## src/atw_params.svh

```systemverilog
// constants for the arbiter test and withdrawal block
`ifndef ATW_PARAMS_SVH
`define ATW_PARAMS_SVH

// =====================================================================
// register offsets on the 4-bit register port
`define ATW_ADDR_CTRL1     4'h1
`define ATW_ADDR_CTL_THREE 4'h3
`define ATW_ADDR_STATUS    4'h4
`define ATW_ADDR_STATE     4'h5
`define ATW_ADDR_RX_NUM0   4'h8
`define ATW_ADDR_RX_NUM1   4'h9
`define ATW_ADDR_RX_MSG    4'ha

// =====================================================================
// field positions and reset values
`define ATW_CTL_THREE_GO   0
`define ATW_CTL_THREE_TSEL 1
`define ATW_CTL_THREE_RST  8'h00
`define ATW_CTRL1_RST      8'h28
`define ATW_RX_RST         8'h00

// =====================================================================
// counts
`define ATW_ACK_EDGE       2'h2
`define ATW_CS_SAT         2'h3
`define ATW_DIV_FIXED      6'h28
`define ATW_TIMER_LEN      4'h1

`endif

```

## src/atw_pkg.sv

```systemverilog
// types and decode functions for the arbiter test and withdrawal block
`include "atw_params.svh"

package atw_pkg;

    // =================================================================
    // arbitration phases, one-hot
    typedef enum logic [5:0] {
        ATW_PH0 = 6'h01,
        ATW_PH1 = 6'h02,
        ATW_PH2 = 6'h04,
        ATW_PH3 = 6'h08,
        ATW_PH4 = 6'h10,
        ATW_PH5 = 6'h20
    } atw_phase_t;

    // withdrawal sequence of the module side
    typedef enum logic [3:0] {
        ATW_WD_RUN   = 4'h1,
        ATW_WD_DRAIN = 4'h2,
        ATW_WD_HALT  = 4'h4,
        ATW_WD_OFF   = 4'h8
    } atw_wd_t;

    // host register cycle
    typedef enum logic [2:0] {
        ATW_HB_IDLE = 3'h1,
        ATW_HB_WAIT = 3'h2,
        ATW_HB_REC  = 3'h4
    } atw_hbus_t;

    // =================================================================
    // receive registers load from the competition-number port
    function automatic logic atw_is_rx(input logic [3:0] a);
        return (a == `ATW_ADDR_RX_NUM0) || (a == `ATW_ADDR_RX_NUM1) || (a == `ATW_ADDR_RX_MSG);
    endfunction

endpackage

```

## src/atw_if.sv

```systemverilog
// link between the arbitration controller and the module-side logic
`timescale 1ns/1ns

interface atw_if;
    // register port
    logic       csN;
    logic       rwN;
    logic [3:0] addr;
    logic [7:0] dataIn;
    logic [7:0] dataOut;
    logic       dataOe;
    logic       strobeAckN;
    // control from the module side
    logic       haltN;
    logic       pupRstN;
    // arbitration outputs of the controller
    logic       phase0ArbOut;
    logic       phase2ArbOut;
    logic       phase4ArbOut;
    // driven by the world outside both ends
    logic [7:0] competitionNumberPort;
    logic       testClk;

    modport device (
        input  csN, rwN, addr, dataIn, haltN, pupRstN, competitionNumberPort, testClk,
        output dataOut, dataOe, strobeAckN, phase0ArbOut, phase2ArbOut, phase4ArbOut
    );

    modport host (
        output csN, rwN, addr, dataIn, haltN, pupRstN,
        input  dataOut, dataOe, strobeAckN, phase0ArbOut, phase2ArbOut, phase4ArbOut
    );
endinterface

```

## src/atw_count_check.sv

```systemverilog
// timer and divider chain with test clock steering and check bits
`timescale 1ns/1ns

module atw_count_check (
    // clock and reset
    input  wire logic       clk,
    input  wire logic       rstn,
    // control
    input  wire logic       testSel,
    input  wire logic       testClk,
    input  wire logic [5:0] divN,
    // results
    output logic            usTick,
    output logic [2:0]      checkBits
);
    logic       tclkQ_r;
    logic [5:0] divCnt_r;
    logic [5:0] div40Cnt_r;
    logic [3:0] timerCnt_r;
    logic       usTick_r;
    logic [2:0] check_r;

    // =================================================================
    // source selection
    // test clock is sampled as a level, so it must run well below clk
    wire testRise  = testClk & ~tclkQ_r;
    wire step      = testSel ? testRise : 1'b1;
    wire [5:0] nTop = (divN == 6'h00) ? 6'h00 : divN - 6'h01;
    wire divNWrap  = step & (divCnt_r >= nTop);
    wire div40Wrap = step & (div40Cnt_r == `ATW_DIV_FIXED - 6'h01);
    // timer runs from the 1 MHz divider, or straight from the test clock
    wire timerStep = testSel ? testRise : divNWrap;
    wire timerWrap = timerStep & (timerCnt_r == `ATW_TIMER_LEN - 4'h1);

    // counters; each check bit toggles when its stage wraps
    always_ff @(posedge clk) begin
        if (!rstn) begin
            tclkQ_r    <= 1'b0;
            divCnt_r   <= 6'h00;
            div40Cnt_r <= 6'h00;
            timerCnt_r <= 4'h0;
            usTick_r   <= 1'b0;
            check_r    <= 3'h0;
        end else begin
            tclkQ_r    <= testClk;
            divCnt_r   <= divNWrap ? 6'h00 : divCnt_r + {5'h00, step};
            div40Cnt_r <= div40Wrap ? 6'h00 : div40Cnt_r + {5'h00, step};
            timerCnt_r <= timerWrap ? 4'h0 : timerCnt_r + {3'h0, timerStep};
            usTick_r   <= timerWrap;
            check_r    <= check_r ^ {timerWrap, div40Wrap, divNWrap};
        end
    end

    assign usTick    = usTick_r;
    assign checkBits = check_r;
endmodule

```

## src/atw_device.sv

```systemverilog
// arbitration controller end: register port, phase tracking, test features
//
// Notes on behaviour
// - withdrawing module first finishes started tasks
// - then it only watches, joins no transactions
// - withdraw by negating phase 0/2/4 output
// - hold off, await phase 0, then reset
// - power-up reset releases all arbitration outputs
// - state register reads the current phase
// - test clock select steers timer and dividers
// - status check bits show timer and dividers
// - receive register writes take competition number
// - that load uses ordinary write cycle timing
// - reading receive register returns stored number
// - acknowledge on third edge, none if short
// - short write latches on chip select release
// - reset clears; release asserts phase 0 output
// - hold-off parks controller in phase 0
`timescale 1ns/1ns
`include "atw_params.svh"

module atw_device (
    // clock and reset
    input  wire logic       clk,
    input  wire logic       rstn,
    // link to the module side
    atw_if.device           bus,
    // user-side observation
    output logic [5:0]      phaseNow,
    output logic [7:0]      controlRegThree,
    output logic [2:0]      counterCheckBits
);
    // =================================================================
    // state
    atw_pkg::atw_phase_t phase_r;
    atw_pkg::atw_phase_t phase_nxt;
    logic [1:0] csCnt_r;
    logic       ackN_r;
    logic [3:0] addrQ_r;
    logic [7:0] dataQ_r;
    logic       rwQ_r;
    logic [7:0] ctrl1_r;
    logic [7:0] controlRegThree_r;
    logic [7:0] receivedNumber0_r;
    logic [7:0] receivedNumber1_r;
    logic [7:0] receivedMessageNumber_r;
    logic [7:0] dataOut_r;
    logic       dataOe_r;
    logic       p0_r;
    logic       p2_r;
    logic       p4_r;
    logic       usTick;
    logic [2:0] counterCheckBits_w;

    // =================================================================
    // reset and control decode
    // power-up reset acts like the block reset, both sampled on clk
    wire clearAll  = ~rstn | ~bus.pupRstN;
    wire holdOff   = ~bus.haltN;
    wire csLow     = ~bus.csN;
    wire goBit     = controlRegThree_r[`ATW_CTL_THREE_GO];
    wire testSel   = controlRegThree_r[`ATW_CTL_THREE_TSEL];

    // =================================================================
    // register cycle timing
    // third sampled-low edge gives the acknowledge
    wire ackFire   = csLow & (csCnt_r == `ATW_ACK_EDGE);
    // release before that edge still writes, from the held copy
    wire shortEnd  = ~csLow & (csCnt_r != 2'h0) & (csCnt_r != `ATW_CS_SAT);
    wire shortWr   = shortEnd & ~rwQ_r;
    wire fullWr    = ackFire & ~bus.rwN;
    wire wrNow     = fullWr | shortWr;
    wire [3:0] wrAddr = fullWr ? bus.addr : addrQ_r;
    wire [7:0] portData = fullWr ? bus.dataIn : dataQ_r;
    // receive registers take the competition-number port instead
    wire wrRx      = atw_pkg::atw_is_rx(wrAddr);
    wire [7:0] wrData = wrRx ? bus.competitionNumberPort : portData;

    // write strobes per register
    wire wrCtrl1   = wrNow & (wrAddr == `ATW_ADDR_CTRL1);
    wire wrCtlThree = wrNow & (wrAddr == `ATW_ADDR_CTL_THREE);
    wire wrRx0     = wrNow & (wrAddr == `ATW_ADDR_RX_NUM0);
    wire wrRx1     = wrNow & (wrAddr == `ATW_ADDR_RX_NUM1);
    wire wrRxm     = wrNow & (wrAddr == `ATW_ADDR_RX_MSG);

    // =================================================================
    // read data selection
    wire [2:0] phaseCode =
        {phase_r[4] | phase_r[5], phase_r[2] | phase_r[3], phase_r[1] | phase_r[3] | phase_r[5]};
    wire [7:0] stateRead  = {5'h00, phaseCode};
    wire [7:0] statusRead = {5'h00, counterCheckBits_w};
    wire [7:0] readMux =
        (bus.addr == `ATW_ADDR_CTRL1)     ? ctrl1_r :
        (bus.addr == `ATW_ADDR_CTL_THREE) ? controlRegThree_r :
        (bus.addr == `ATW_ADDR_STATUS)    ? statusRead :
        (bus.addr == `ATW_ADDR_STATE)     ? stateRead :
        (bus.addr == `ATW_ADDR_RX_NUM0)   ? receivedNumber0_r :
        (bus.addr == `ATW_ADDR_RX_NUM1)   ? receivedNumber1_r :
        (bus.addr == `ATW_ADDR_RX_MSG)    ? receivedMessageNumber_r :
                                            8'h00;
    wire readCyc = csLow & bus.rwN;

    // =================================================================
    // timer and divider chain
    atw_count_check u_check (
        .clk       (clk),
        .rstn      (~clearAll),
        .testSel   (testSel),
        .testClk   (bus.testClk),
        .divN      (ctrl1_r[5:0]),
        .usTick    (usTick),
        .checkBits (counterCheckBits_w)
    );

    // =================================================================
    // phase sequencing, one step per microsecond tick
    // hold-off only bites in phase 0, so a running cycle still completes
    always_comb begin
        phase_nxt = phase_r;
        unique case (phase_r)
            atw_pkg::ATW_PH0: begin
                if (usTick && !holdOff) begin
                    phase_nxt = atw_pkg::ATW_PH1;
                end
            end
            atw_pkg::ATW_PH1: begin
                if (usTick) begin
                    phase_nxt = atw_pkg::ATW_PH2;
                end
            end
            atw_pkg::ATW_PH2: begin
                if (usTick) begin
                    phase_nxt = atw_pkg::ATW_PH3;
                end
            end
            atw_pkg::ATW_PH3: begin
                if (usTick) begin
                    phase_nxt = atw_pkg::ATW_PH4;
                end
            end
            atw_pkg::ATW_PH4: begin
                if (usTick) begin
                    phase_nxt = atw_pkg::ATW_PH5;
                end
            end
            atw_pkg::ATW_PH5: begin
                if (usTick) begin
                    phase_nxt = atw_pkg::ATW_PH0;
                end
            end
            default: begin
                phase_nxt = atw_pkg::ATW_PH0;
            end
        endcase
    end

    // phase register and arbitration outputs
    // phase 0 output needs no go bit so a freshly reset part is aligned
    always_ff @(posedge clk) begin
        if (clearAll) begin
            phase_r <= atw_pkg::ATW_PH0;
            p0_r    <= 1'b0;
            p2_r    <= 1'b0;
            p4_r    <= 1'b0;
        end else begin
            phase_r <= phase_nxt;
            p0_r    <= (phase_nxt == atw_pkg::ATW_PH0);
            p2_r    <= goBit & (phase_nxt == atw_pkg::ATW_PH2);
            p4_r    <= goBit & (phase_nxt == atw_pkg::ATW_PH4);
        end
    end

    // =================================================================
    // chip select tracking and acknowledge
    // count saturates so a long cycle keeps the acknowledge low
    always_ff @(posedge clk) begin
        if (clearAll) begin
            csCnt_r <= 2'h0;
            ackN_r  <= 1'b1;
            addrQ_r <= 4'h0;
            dataQ_r <= 8'h00;
            rwQ_r   <= 1'b1;
        end else begin
            csCnt_r <= !csLow ? 2'h0 : (csCnt_r == `ATW_CS_SAT) ? csCnt_r : csCnt_r + 2'h1;
            ackN_r  <= !csLow ? 1'b1 : (ackFire ? 1'b0 : ackN_r);
            if (csLow) begin
                addrQ_r <= bus.addr;
                dataQ_r <= bus.dataIn;
                rwQ_r   <= bus.rwN;
            end
        end
    end

    // register file; defaults come back on either reset
    always_ff @(posedge clk) begin
        if (clearAll) begin
            ctrl1_r                 <= `ATW_CTRL1_RST;
            controlRegThree_r       <= `ATW_CTL_THREE_RST;
            receivedNumber0_r       <= `ATW_RX_RST;
            receivedNumber1_r       <= `ATW_RX_RST;
            receivedMessageNumber_r <= `ATW_RX_RST;
        end else begin
            if (wrCtrl1) begin
                ctrl1_r <= wrData;
            end
            if (wrCtlThree) begin
                controlRegThree_r <= wrData;
            end
            if (wrRx0) begin
                receivedNumber0_r <= wrData;
            end
            if (wrRx1) begin
                receivedNumber1_r <= wrData;
            end
            if (wrRxm) begin
                receivedMessageNumber_r <= wrData;
            end
        end
    end

    // read path, registered so the data port comes from a flop
    always_ff @(posedge clk) begin
        if (clearAll) begin
            dataOut_r <= 8'h00;
            dataOe_r  <= 1'b0;
        end else begin
            dataOut_r <= readCyc ? readMux : 8'h00;
            dataOe_r  <= readCyc;
        end
    end

    // =================================================================
    // outputs
    assign bus.strobeAckN   = ackN_r;
    assign bus.dataOut      = dataOut_r;
    assign bus.dataOe       = dataOe_r;
    assign bus.phase0ArbOut = p0_r;
    assign bus.phase2ArbOut = p2_r;
    assign bus.phase4ArbOut = p4_r;
    assign phaseNow         = phase_r;
    assign controlRegThree  = controlRegThree_r;
    assign counterCheckBits = counterCheckBits_w;
endmodule

```

## src/flat_wrapper.sv

```systemverilog
// flat-port wrapper written by rule: the top's interface ports become plain ports
module atw_device_flat 
  (clk, rstn, phaseNow, controlRegThree, counterCheckBits, bus_csN, bus_rwN, bus_addr, bus_dataIn, bus_haltN, bus_pupRstN, bus_competitionNumberPort, bus_testClk, bus_dataOut, bus_dataOe, bus_strobeAckN, bus_phase0ArbOut, bus_phase2ArbOut, bus_phase4ArbOut);
  atw_if bus_i ();
  input  wire logic clk;
  input  wire logic rstn;
  output logic [5:0] phaseNow;
  output logic [7:0] controlRegThree;
  output logic [2:0] counterCheckBits;
  input wire logic [$bits(bus_i.csN)-1:0] bus_csN;
  input wire logic [$bits(bus_i.rwN)-1:0] bus_rwN;
  input wire logic [$bits(bus_i.addr)-1:0] bus_addr;
  input wire logic [$bits(bus_i.dataIn)-1:0] bus_dataIn;
  input wire logic [$bits(bus_i.haltN)-1:0] bus_haltN;
  input wire logic [$bits(bus_i.pupRstN)-1:0] bus_pupRstN;
  input wire logic [$bits(bus_i.competitionNumberPort)-1:0] bus_competitionNumberPort;
  input wire logic [$bits(bus_i.testClk)-1:0] bus_testClk;
  output wire logic [$bits(bus_i.dataOut)-1:0] bus_dataOut;
  output wire logic [$bits(bus_i.dataOe)-1:0] bus_dataOe;
  output wire logic [$bits(bus_i.strobeAckN)-1:0] bus_strobeAckN;
  output wire logic [$bits(bus_i.phase0ArbOut)-1:0] bus_phase0ArbOut;
  output wire logic [$bits(bus_i.phase2ArbOut)-1:0] bus_phase2ArbOut;
  output wire logic [$bits(bus_i.phase4ArbOut)-1:0] bus_phase4ArbOut;
  assign bus_i.csN = bus_csN;
  assign bus_i.rwN = bus_rwN;
  assign bus_i.addr = bus_addr;
  assign bus_i.dataIn = bus_dataIn;
  assign bus_i.haltN = bus_haltN;
  assign bus_i.pupRstN = bus_pupRstN;
  assign bus_i.competitionNumberPort = bus_competitionNumberPort;
  assign bus_i.testClk = bus_testClk;
  assign bus_dataOut = bus_i.dataOut;
  assign bus_dataOe = bus_i.dataOe;
  assign bus_strobeAckN = bus_i.strobeAckN;
  assign bus_phase0ArbOut = bus_i.phase0ArbOut;
  assign bus_phase2ArbOut = bus_i.phase2ArbOut;
  assign bus_phase4ArbOut = bus_i.phase4ArbOut;
  atw_device u_core (.clk(clk), .rstn(rstn), .bus(bus_i), .phaseNow(phaseNow), .controlRegThree(controlRegThree), .counterCheckBits(counterCheckBits));
endmodule
```

## config.mk

```make
export PLATFORM = sky130hd
export DESIGN_NAME = atw_device_flat
export DESIGN_NICKNAME = d
export VERILOG_FILES = /design/src/atw_pkg.sv /design/src/atw_if.sv /design/src/atw_count_check.sv /design/src/atw_device.sv /design/src/flat_wrapper.sv
export VERILOG_INCLUDE_DIRS = /design/src
export SDC_FILE = /design/constraint.sdc
export NUM_CORES = 1
export LEC_CHECK = 0
export BUFFER_PORTS_ARGS = -buffer_cell sky130_fd_sc_hd__buf_4
export CAP_MARGIN = 20
export CORE_MARGIN = 2
export CORE_UTILIZATION = 55
export DETAILED_ROUTE_END_ITERATION = 8
export PLACE_DENSITY = 0.79
export SETUP_SLACK_MARGIN = 0.15
export SLEW_MARGIN = 20
export SYNTH_ARGS = -nofsm -noshare
export SYNTH_HDL_FRONTEND = slang
export SYNTH_SLANG_ARGS = --single-unit
```

## constraint.sdc

```tcl
create_clock -name clk -period 3.4 [get_ports clk]
set_input_delay 0.68 -clock clk [delete_from_list [all_inputs] [get_ports clk]]
set_output_delay 0.68 -clock clk [all_outputs]
set_load 0.05 [all_outputs]
```

**After elaboration in Yosys (flattened, before gate mapping)**

Cells that the tools add are included.

- Muxes and demuxes: 20
- Order comparisons: 1
- Bitwise operators: 31
- Add/subtract/negate cells: 5
- Equal/unequal tests: 25
- Reduce and logical (&&, ||, !) cells: 11

Operators with widths:

| kind | number |
|---|---|
| 2-to-1 mux 8 bit | 9 |
| 2-to-1 mux 6 bit | 7 |
| one-hot mux 6 bit (6 select lines) | 1 |
| equality test 4 bit (second input constant) | 6 |
| AND 1 bit | 17 |
| adder 6 x 1 -> 6 bit | 2 |
| equality test 6 x 1 -> 1 bit (second input constant) | 2 |
| equality test 6 x 3 -> 1 bit (second input constant) | 2 |
| equality test 6 x 5 -> 1 bit (second input constant) | 2 |
| equality test 6 bit (second input constant) | 2 |
| OR reduction 2 bit | 5 |
| equality test 4 x 1 -> 1 bit (second input constant) | 2 |
| equality test 4 x 2 -> 1 bit (second input constant) | 2 |
| equality test 4 x 3 -> 1 bit (second input constant) | 2 |
| NOT 1 bit | 7 |
| equality test 6 x 2 -> 1 bit (second input constant) | 1 |
| equality test 6 x 4 -> 1 bit (second input constant) | 1 |
| >= comparator 6 bit | 1 |
| zero test 6 bit | 1 |
| OR 1 bit | 6 |
| subtractor 6 x 1 -> 6 bit (second input constant) | 1 |
| adder 4 x 1 -> 4 bit | 1 |
| equality test 2 bit (second input constant) | 2 |
| zero test 4 bit | 1 |
| 8 further kinds | 10 |

- Logic and storage cells: 115
- Output and inout bits: 30
- Bits in registers: 95
- Input bits: 27

**Depth between registers and ports, before layout**

Gate-level depths: netlist of the first run.

- Depth after elaboration: 8
- Mapped depth: 14
- Depth with buffers taken out: 14

**Hierarchy**

Synthesis of the first run repeated with hierarchy kept, for this count alone.

- Cells, all modules: 506
- Area, all modules: 4499.3 sq um

By module, submodules not included:

| module | cells each | sequential area each (sq um) | times used | area an instance (sq um) |
|---|---|---|---|---|
| atw_device | 380 | 1481.4 | 1 | 3395.8 |
| atw_count_check | 126 | 420.4 | 1 | 1103.6 |

**Worst setup path after synthesis of the first run**

No wires, ideal clock.

- Kind: register to register
- From: register u_core.ctrl1_r[0]
- To: register u_core.u_check.timerCnt_r[2]
- Library setup time: 0.129 ns
- Arrival time: 2.663 ns
- Path buffers: 0
- Slack: 0.607 ns
- Clock period less this slack: 2.793 ns
- Data required time: 3.271 ns
- Cell stages (with the launch flop): 15
- Cells stage by stage: dfxtp_1 inv_1 ha_1 nand2b_1 or4_1 and2_1 ha_1 nand2b_1 a21o_1 a21oi_1 nor2_1 ha_1 ha_1 xnor2_1 nor2_1

- Longest elaborated chain between the ends: 7
- Elaborated cells between the ends (all ways): 9
- Classes of those cells: add/sub (2); order compare (1); mux (2); bitwise (2); reduce/logical (2)

RTL lines:

| what | RTL line | source |
|---|---|---|
| from (decl) | atw_device.sv:42 | `logic [7:0] ctrl1_r;` |
| from (signal assigned) | atw_device.sv:197 | `` ctrl1_r <= `ATW_CTRL1_RST; `` |
| from (signal assigned) | atw_device.sv:204 | `ctrl1_r <= wrData;` |
| subtractor 6 x 1 -> 6 bit / zero test 6 bit (equally long branches) | atw_count_check.sv:28 | `wire [5:0] nTop = (divN == 6'h00) ? 6'h00 : divN - 6'h01;` |
| 2-to-1 mux 6 bit * | atw_count_check.sv:28 |  |
| >= comparator 6 bit * | atw_count_check.sv:29 | `wire divNWrap = step & (divCnt_r >= nTop);` |
| AND 1 bit * | atw_count_check.sv:29 |  |
| 2-to-1 mux 1 bit * | atw_count_check.sv:32 | `wire timerStep = testSel ? testRise : divNWrap;` |
| branches (longest 2 deep; another with adder 4 x 1 -> 4 bit) | -- |  |
| to (signal assigned) | atw_count_check.sv:48 | `timerCnt_r <= timerWrap ? 4'h0 : timerCnt_r + {3'h0, timerStep};` |
| to (decl) | atw_count_check.sv:19 | `logic [3:0] timerCnt_r;` |

Mark *: on every way between the ends.
A chain may end at the register's enable or synchronous reset.

**Worst setup path in the final report of the first run**

Same ends and word-level chain as after synthesis.

==> results of run 1 <==
[layer usage]
metal	up-vias	GRT usage	routed length, µm
met5	-	0	0
met4	0	0.1075	225
met3	16	0.04334	537
met2	105	0.4304	5080
met1	1787	0.3215	4765
li1	1865	-	-
[path summary, 6_finish.rpt]
check / depth (start not counted) / slack [ns] / end / from
setup / recovery: 14 / 0.46 / u_core.u_check.timerCnt_r[2] / u_core.ctrl1_r[0]
setup reg to reg: 14 / 0.46 / u_core.u_check.timerCnt_r[2] / u_core.ctrl1_r[0]
hold / removal: 1 / 0.47 / u_core.receivedNumber1_r[1] / u_core.receivedNumber1_r[1]
hold reg to reg: 1 / 0.47 / u_core.receivedNumber1_r[1] / u_core.receivedNumber1_r[1]
[critical path, delay by kind of cell (launching register included)]
family | cells | cell delay [ns]
AOI/OAI and AO/OA | 2 | 0.40
xor gates and xnor gates | 1 | 0.13
adders and majority gates | 4 | 0.86
buffers and inverters | 1 | 0.09
DFF | 1 | 0.33
and+or+nand+nor | 6 | 1.02
[cell families after synthesis]
family | after synthesis | share of synthesized area
and+or+nand+nor | 177 | 0.1899
AOI/OAI and AO/OA | 124 | 0.2065
DFF | 95 | 0.4264
buffers and inverters | 41 | 0.03871
muxes | 29 | 0.06620
adders and majority gates | 16 | 0.04488
xor gates and xnor gates | 14 | 0.02749
[cells in the final DEF, fill, tap and decap left out, types with 3 or more instances in the layout]
cell / count
xnor2_1: 6
and2_1: 3
mux2_2: 4
a211oi_2: 3
inv_1: 19
a22oi_1: 6
nand2b_1: 10
o21ai_0: 19
mux2i_1: 25
a2bb2o_1: 7
nor4_1: 4
nand3_1: 10
a21oi_1: 19
a2bb2oi_1: 3
nor2_1: 70
nor3_1: 11
nor2b_1: 8
xor2_1: 8
clkbuf_8: 9
o21ai_1: 9
nand2_1: 39
a21boi_0: 8
a22o_1: 8
a211oi_1: 5
ha_1: 16
o2bb2ai_1: 18
buf_4: 61
nand4_1: 3
dfxtp_1: 95
[where the power goes]
part	total (W)	switching, W	internal [W]
Combinational	0.000140	0.0000835	0.0000564
Clock	0.000750	0.000404	0.000346
Sequential	0.00113	0.00000641	0.00112
Total	0.00202	0.000494	0.00152
[sequential cells by signal, summed over array words and instances, names as in the netlist, 2 cells and up]
register                        cells
u_core.receivedMessageNumber_r      8
u_core.receivedNumber0_r            8
u_core.ctrl1_r                      8
u_core.csCnt_r                      2
u_core.u_check.div40Cnt_r           6
u_core.controlRegThree              8
u_core.receivedNumber1_r            8
u_core.phaseNow                     6
u_core.u_check.checkBits            3
u_core.addrQ_r                      4
u_core.bus.dataOut                  8
u_core.u_check.divCnt_r             6
u_core.dataQ_r                      8
u_core.u_check.timerCnt_r           4
[cell type report]
cell class / count / area (µm²)
Fill cell: 668 / 2663
Multi-Input combinational cell: 360 / 2390
Sequential cell: 95 / 1902
Timing Repair Buffer: 61 / 457.9
Clock buffer: 10 / 127.6
Tap cell: 102 / 127.6
Inverter: 19 / 71.32
Clock inverter: 6 / 68.82
[cells in the mapped netlist, types with 9 or more instances]
library cell,instances
clkbuf_1,16
nand3_1,10
nand2b_1,10
o21ai_0,19
o21ai_1,9
nor3_1,11
mux2i_1,25
nand2_1,39
a21oi_1,20
dfxtp_1,95
nor2_1,70
inv_1,19
o2bb2ai_1,18
ha_1,16
[per-stage QoR]
stage,std cells,hold WS [ns],total power (W),utilization,worst slack [ns]
6_report,653,0.4702,0.002018,0.6590,0.4558
3_3_place_gp,637,0.4432,0.001289,0.6333,0.5085
2_1_floorplan,496,0.4317,0.001238,-,0.6075
5_1_grt,653,0.4826,0.002097,0.6590,0.1869
4_1_cts,653,0.4723,0.002036,0.6585,0.3723
3_5_place_dp,637,0.4465,0.001292,0.6333,0.3848
[timing repair]
action	in CTS	in global routing
gates resized for setup	0	1
buffers inserted	0	0
setup endpoints to repair	0	1
==> metrics, run 1 <==
Post-Syn Area 4461 µm²; die height 94.06 µm; CTS Sinks 95; Max stage delay cell, worst path or4_1; total global routing overflow 0; RSZ-0062 raised after global routing no; register area share after synthesis 0.4264; Post-DP HPWL roughly 7800 µm; fraction of layout cells with a size suffix above 1 0.1688; post-synth net total 539; initial antenna violation count 0; H-tree Lvls 3; Num CTS Buffers 9; Crit Path Category flip-flop to flip-flop; Setup violations, final 0; mean post-synth cell area approximately 9.0 µm²; Core Area roughly 7800 µm²; n_diodes 0; pwr dens 392.2 nW/µm²; Port Buffers 56; HP Class flip-flop to flip-flop; initial DRC count 215; Synth Instances 496; Post-route DRC 0; Via density approximately 5.8; Root Buffer clkbuf_8; wirelength, routed 10610 µm; crit-path max FO 5; Fin. Hold Viols 0; CTS tree yes; Critical Path RT 3.65 ns; EDFF count, synth 0; clk_skew 0.007564 ns; startpoint types flip-flop; Final Critical Period 2.944 ns; Netlist cell types 58; ys flop type dfxtp_1; Initial Utilization 0.5713; Yosys reg bits 95; die area slightly below 9000 µm²; peak supply drop 0.3058 mV; GPL Wtd Cong 0.8952; top-area cell type share of the netlist area 0.4264; worst slew margin relative to its limit 0.5103; routed wire length per instance 16.25 µm; Nets approximately 590; Yosys top cell by area dfxtp_1; first-pass GRT wire length 17670 µm; GRT Util Overall 0.2551; Hold Buf Count CTS 0; cell mode on critical path ha_1; Pleak between 2 and 2.5 nW; Final Cell Area ~5100 µm²; clock buffer depth 2; Ys Warns 0; largest net degree at the start of global routing 27; num rows 32; Pre-antenna DRT Iters 4; worst-margin pin slew roughly 0.73 ns; crit-path cells inv_1 -> ha_1 -> nand2b_1 -> or4_1 -> and2_1 -> ha_1 -> nand2b_1 -> a21o_1 -> a21oi_2 -> nor2_1 -> ha_1 -> ha_1 -> xnor2_1 -> nor2_1; Worst-path clk slew 0.09 ns; max incr delay on CP around 0.47 ns; Worst setup EP type flip-flop; io pins 57; async set-reset flop share out of synthesis 0; placed cell areas 4945 µm²; Critical Path AT 3.19 ns; max-cap viol count 0; Synth area leaders dfxtp_1 (43%), nor2_1 (5.9%), mux2i_1 (5.6%); clk_lat worst skew between 0.3 and 0.4 ns; DR vias 3773; DIE WIDTH 94.06 µm; synth-to-layout area growth 15.34%; status finished clean; vias in the first global route roughly 3700; Setup TNS Final 0 ns; max frequency 339.6 MHz; Antenna Nets Post-Route 0; max-slew violations 0; final worst-path cycle share 0.8660
No activity file was read; power rests on OpenSTA's default activity.
==> inputs of run 2 (changes only) <==
--- a/config.mk
+++ b/config.mk
@@ -8,10 +8,13 @@
 export LEC_CHECK = 0
 export BUFFER_PORTS_ARGS = -buffer_cell sky130_fd_sc_hd__buf_4
 export CAP_MARGIN = 20
+export CELL_PAD_IN_SITES_DETAIL_PLACEMENT = 1
+export CELL_PAD_IN_SITES_GLOBAL_PLACEMENT = 2
 export CORE_MARGIN = 2
-export CORE_UTILIZATION = 55
+export CORE_UTILIZATION = 35
 export DETAILED_ROUTE_END_ITERATION = 8
-export PLACE_DENSITY = 0.79
+export PLACE_DENSITY = 0.81
+export RECOVER_POWER = 25
 export SETUP_SLACK_MARGIN = 0.15
 export SLEW_MARGIN = 20
 export SYNTH_ARGS = -nofsm -noshare
==> metrics, run 2 (same netlist as run 1, synthesis figures left out) <==
synth-to-layout area growth 19.35%; Cell Count Post-Placement roughly 710; Critical Path AT 3.31 ns; n_diodes 0; Post-route DRC 0; fill cell count 1508; GRT Util Overall 0.1971; Initial Utilization 0.3564; Antenna Nets Post-Route 0; fraction of layout cells with a size suffix above 1 0.1522; Critical Path RT 3.64 ns; final worst-path cycle share 0.9033; crit-path cells clkbuf_1 -> or4b_4 -> or3_4 -> o22ai_4 -> nor2_1 -> a211oi_1; total global routing overflow 0; pwr dens 444.3 nW/µm²; startpoint types input pin; crit-path max FO 19; status finished, violations left; post-cts resize count 0; clk_lat worst skew 0.36 ns; GPL Wtd Cong 0.8023; CTS Sinks 95; max frequency 325.6 MHz; Root Buffer clkbuf_16; post-CTS setup buffer count 0; Nets 590; commonest non-fill, non-tap cells in the layout dfxtp_1 (95), nor2_1 (70), buf_4 (52); Core Area 12520 µm²; Cell Count, Final, Fillers Out 724; Fin. Hold Viols 0; num rows between 40 and 50; Max stage delay cell, worst path clkbuf_1; Pre-antenna DRT Iters 4; max-slew violations 32; Num CTS Buffers 9; io pins 57; Final Critical Period 3.071 ns; clock buffer depth 2; worst slew margin relative to its limit -0.1350; routed wire length per instance 17.49 µm; wirelength, routed 12660 µm; Worst-path clk slew 0.07 ns; DR vias 3801; initial antenna violation count 0; first-pass GRT wire length 20360 µm; max incr delay on CP 0.85 ns; Pleak 2.042 nW; max-cap viol count 1; H-tree Lvls 3; clk_skew 0.006897 ns; Post-DP HPWL ~9300 µm; HP Class flip-flop to flip-flop; Final Power 0.002366 W; die height 116.9 µm; DIE WIDTH between 100 and 150 µm; initial DRC count between 150 and 200; RSZ-0062 raised after global routing no; commonest non-fill, non-tap cell in the layout dfxtp_1; vias in the first global route slightly below 4000; Via density 5.250; largest net degree at the start of global routing 32; violated checks capacitance limit, slew limit; CTS tree yes; Worst setup EP type flip-flop; Crit Path Category input pin to flip-flop; Setup violations, final 0; Setup TNS Final 0 ns; Port Buffers 56; worst-margin pin slew between 1.5 and 2 ns; peak supply drop between 0.2 and 0.25 mV; Hold Buf Count CTS 0; die area roughly 14000 µm²; final core utilization 0.4253
-- run 2: worst max-delay path: cells and delay by family --
family | cells | cell delay, ns
AND/OR/NAND/NOR | 3 | 1.07
buffers and inverters | 1 | 0.85
AO/OA/AOI/OAI | 2 | 0.70
-- run 2: path summary, 6_finish.rpt --
| check | start | slack, ns | to | depth (start not counted) |
|---|---|---|---|---|
| max | bus_csN | 0.33 | u_core.ctrl1_r[6] | 6 |
| min | u_core.receivedNumber0_r[6] | 0.47 | u_core.receivedNumber0_r[6] | 1 |
| max reg2reg | u_core.ctrl1_r[0] | 0.41 | u_core.u_check.timerCnt_r[2] | 14 |
| min reg2reg | u_core.receivedNumber0_r[6] | 0.47 | u_core.receivedNumber0_r[6] | 1 |
-- run 2: layout make-up --
class | instances | area [µm²] | share of cell area
timing repair buffer | 62 | 431.7 | 0.08108
clock buffer | 11 | 232.7 | 0.04371
inverter | 19 | 71.32 | 0.01340
sequential | 95 | 1902 | 0.3572
tap | 172 | 215.2 | 0.04042
clock inverter | 5 | 81.33 | 0.01528
multi-input combinational | 360 | 2390 | 0.4489
-- run 2: metrics by stage --
step | hold slack (ns) | setup slack, ns | instance area (µm²)
CTS | 0.4684 | 0.3150 | 5354
global placement | 0.4421 | 0.4523 | 5040
detailed placement | 0.4484 | 0.3257 | 5040
floorplan | 0.4317 | 0.6075 | 4461
global route | 0.4860 | 0.1144 | 5324
finish | 0.4662 | 0.3289 | 5324
-- run 2: layer usage --
layer | GRT usage | routed length (µm) | share of wire | vias up
li1 | - | - | - | 1877
met1 | 0.2512 | 5921 | 0.47 | 1848
met2 | 0.3310 | 6170 | 0.49 | 59
met3 | 0.02729 | 296 | 0.023 | 17
met5 | 0 | 0 | 0 | -
met4 | 0.09176 | 275 | 0.022 | 0
-- run 2: report_power, final --
group          leakage (nW)  total, W  internal [W]  switching (W)
Combinational          1.12  0.000143     0.0000557      0.0000876
Sequential            0.768   0.00113       0.00112     0.00000650
Clock                 0.150   0.00109      0.000647       0.000447
Total                  2.04   0.00237       0.00182       0.000541
==> inputs of run 3 (changes only) <==
--- a/config.mk
+++ b/config.mk
@@ -6,14 +6,15 @@
 export SDC_FILE = /design/constraint.sdc
 export NUM_CORES = 1
 export LEC_CHECK = 0
+export ABC_AREA = 1
 export BUFFER_PORTS_ARGS = -buffer_cell sky130_fd_sc_hd__buf_4
 export CAP_MARGIN = 20
 export CELL_PAD_IN_SITES_DETAIL_PLACEMENT = 1
 export CELL_PAD_IN_SITES_GLOBAL_PLACEMENT = 2
 export CORE_MARGIN = 2
-export CORE_UTILIZATION = 35
+export CORE_UTILIZATION = 32
 export DETAILED_ROUTE_END_ITERATION = 8
-export PLACE_DENSITY = 0.81
+export PLACE_DENSITY = 0.82
 export RECOVER_POWER = 25
 export SETUP_SLACK_MARGIN = 0.15
 export SLEW_MARGIN = 20
==> metrics, run 3 <==
vias in the first global route 4711; ys flop type dfxtp_1; Post-DP HPWL 10750 µm; Max stage delay cell, worst path dfxtp_1; setup ws final 0.5447 ns; peak supply drop 0.2157 mV; worst-margin pin slew 1.228 ns; Antenna Nets Post-Route 0; Port Buffers 56; routed wire length per instance between 10 and 15 µm; GPL Wtd Cong 0.8760; family with the most delay on the worst path adder cells; Num CTS Buffers 9; placed cell areas approximately 5400 µm²; Setup TNS Final 0 ns; Critical Path Start u_core.ctrl1_r[0]; FF-to-FF End u_core.u_check.timerCnt_r[2]; clock buffer depth 2; register area share after synthesis 0.3898; Pleak 2.737 nW; Fin. Hold Viols 0; DIE WIDTH 127.5 µm; GRT Util Overall 0.1820; crit-path cells inv_1 -> ha_1 -> inv_1 -> nor2_1 -> nand2_1 -> nand2_1 -> nor3_1 -> o21ai_0 -> ha_1 -> a21o_1 -> nor2_1 -> nand2_1 -> nand2_1 -> nand2_1 -> ha_1 -> ha_1 -> xnor2_1 -> nor2_1; worst slew margin relative to its limit 0.1817; pwr dens around 410 nW/µm²; n_diodes 0; Synth area leaders dfxtp_1 (39%), nand2_1 (15%), nor2_1 (9.5%); max incr delay on CP 0.32 ns; Post-synth top cells nand2_1 (196), nor2_1 (123), inv_1 (105); CP bufs+invs 2; status finished clean; commonest non-fill, non-tap cells in the layout nand2_1 (196), nor2_1 (123), inv_1 (105); Post-Place Setup Slack 0.5420 ns; worst reg-to-reg path cell count 18; H-tree Lvls 3; Critical Path AT 3.09 ns; DR vias roughly 4600; Yosys top cell by area dfxtp_1; Ys Warns 0; cell mode on critical path nand2_1; Crit Path Category flip-flop to flip-flop; Hold Buf Count CTS 0; Initial Utilization 0.3245; mean post-synth cell area 6.710 µm²; post-CTS setup buffer count 0; Core Area 15030 µm²; critical path depth 18; startpoint types flip-flop; clk_skew between 0.006 and 0.007 ns; HP Class flip-flop to flip-flop; fraction of layout cells with a size suffix above 1 0.1077; RSZ-0062 raised after global routing no; total global routing overflow 0; top-area cell type share of the netlist area 0.3898; CP endpoint u_core.u_check.timerCnt_r[2]; Synth Instances 727; first-pass GRT wire length 23130 µm; commonest non-fill, non-tap cell in the layout nand2_1; max-cap viol count 0; Final Critical Period ~2.9 ns; die height 127.5 µm; initial antenna violation count 0; largest net degree at the start of global routing 33; clk_lat worst skew 0.36 ns; post-synth net total between 700 and 800; most frequent cell after synthesis nand2_1; CTS tree yes; async set-reset flop share out of synthesis 0; Root Buffer clkbuf_16; Yosys reg bits 95; Via density roughly 4.7; CTS Sinks 95; Netlist cell types 34; Pre-antenna DRT Iters 4; Setup violations, final 0; num rows 45; die area 16250 µm²; crit-path max FO 5; Critical Path RT ~3.6 ns; r2r startpoint u_core.ctrl1_r[0]; EDFF count, synth 0; max-slew violations 0; synth-to-layout area growth 15.82%; Post-route DRC 0; Worst-path clk slew 0.06 ns; Post-Syn Area a little under 5000 µm²; initial DRC count 110; max frequency 350.2 MHz; wirelength, routed 13990 µm; io pins 57; final worst-path cycle share 0.8398; Final Cell Area roughly 5700 µm²; post-cts resize count 0; FF-to-FF setup slack 0.54 ns; Worst setup EP type flip-flop; Nets 819
-- run 3: changes by cell type in the layout (fill, tap and decap cells not counted), moves of 8 or more --
cell | previous run | this run
nand2_1 | 39 | 196
inv_1 | 19 | 105
nor2_1 | 70 | 123
nand3_1 | 10 | 38
mux2i_1 | 25 | 0
o21ai_0 | 19 | 37
o2bb2ai_1 | 18 | 0
a21oi_1 | 19 | 33
nand2b_1 | 10 | 0
nand4_1 | 3 | 12
a21boi_0 | 8 | 0
a22o_1 | 8 | 0
nor2b_1 | 8 | 0
-- run 3: area by class of cell --
| type | instances | area, µm² |
|---|---|---|
| repair buffers | 59 | 394.1 |
| well taps | 188 | 235.2 |
| clock buffers | 11 | 232.7 |
| multi-input cells | 504 | 2437 |
| clock inverters | 4 | 47.55 |
| fillers | 1925 | 9383 |
| inverters | 107 | 401.6 |
| flip-flops and latches | 95 | 1902 |
-- run 3: worst min-delay path by stage --
stage | from | endpoint | slack [ns] | cells after the start
floorplan | u_core.dataQ_r[0] | u_core.dataQ_r[0] | 0.45 | 2
global placement | u_core.bus.strobeAckN | u_core.bus.strobeAckN | 0.44 | 2
detailed placement | u_core.dataQ_r[4] | u_core.dataQ_r[4] | 0.46 | 2
CTS | u_core.dataQ_r[4] | u_core.dataQ_r[4] | 0.47 | 2
global route | u_core.dataQ_r[4] | u_core.dataQ_r[4] | 0.49 | 2
finish | u_core.bus.strobeAckN | u_core.bus.strobeAckN | 0.47 | 2
-- run 3: where the power goes --
| group | switching, W | internal, W | total [W] | leakage (nW) |
|---|---|---|---|---|
| Clock | 0.000446 | 0.000564 | 0.00101 | 0.135 |
| Combinational | 0.000104 | 0.0000472 | 0.000151 | 1.83 |
| Sequential | 0.00000532 | 0.00112 | 0.00113 | 0.768 |
-- run 3: cells by family (layout without fill, tap and decap cells) --
logic type      after synthesis  count (layout)  share of synthesized area
buf+inv                     128             181                     0.1105
fa+ha+maj                    16              16                    0.04104
xor+xnor                      6               6                    0.01077
flops                        95              95                     0.3898
simple gates                400             400                     0.3591
compound gates               82              82                    0.08874
-- run 3: worst min-delay path: cells and delay by family, from the launching register on --
| family | cells | cell delay, ns |
|---|---|---|
| simple gates | 2 | 0.10 |
| flops | 1 | 0.32 |
-- run 3: per-layer routing --
layer	wire, µm	GRT usage
met4	357	0.07886
met5	0	0
met1	6753	0.2312
met2	6493	0.3026
met3	383	0.03308
-- run 3: through the flow --
| step | std cells | hold WS [ns] | utilization | total power (W) |
|---|---|---|---|---|
| after floorplan | 727 | 0.4454 | - | 0.001243 |
| after CTS | 968 | 0.4706 | 0.3791 | 0.002328 |
| after detailed placement | 953 | 0.4598 | 0.3605 | 0.001309 |
| after global placement | 953 | 0.4403 | 0.3605 | 0.001304 |
| final | 968 | 0.4671 | 0.3759 | 0.002290 |
| after global routing | 968 | 0.4873 | 0.3759 | 0.002385 |
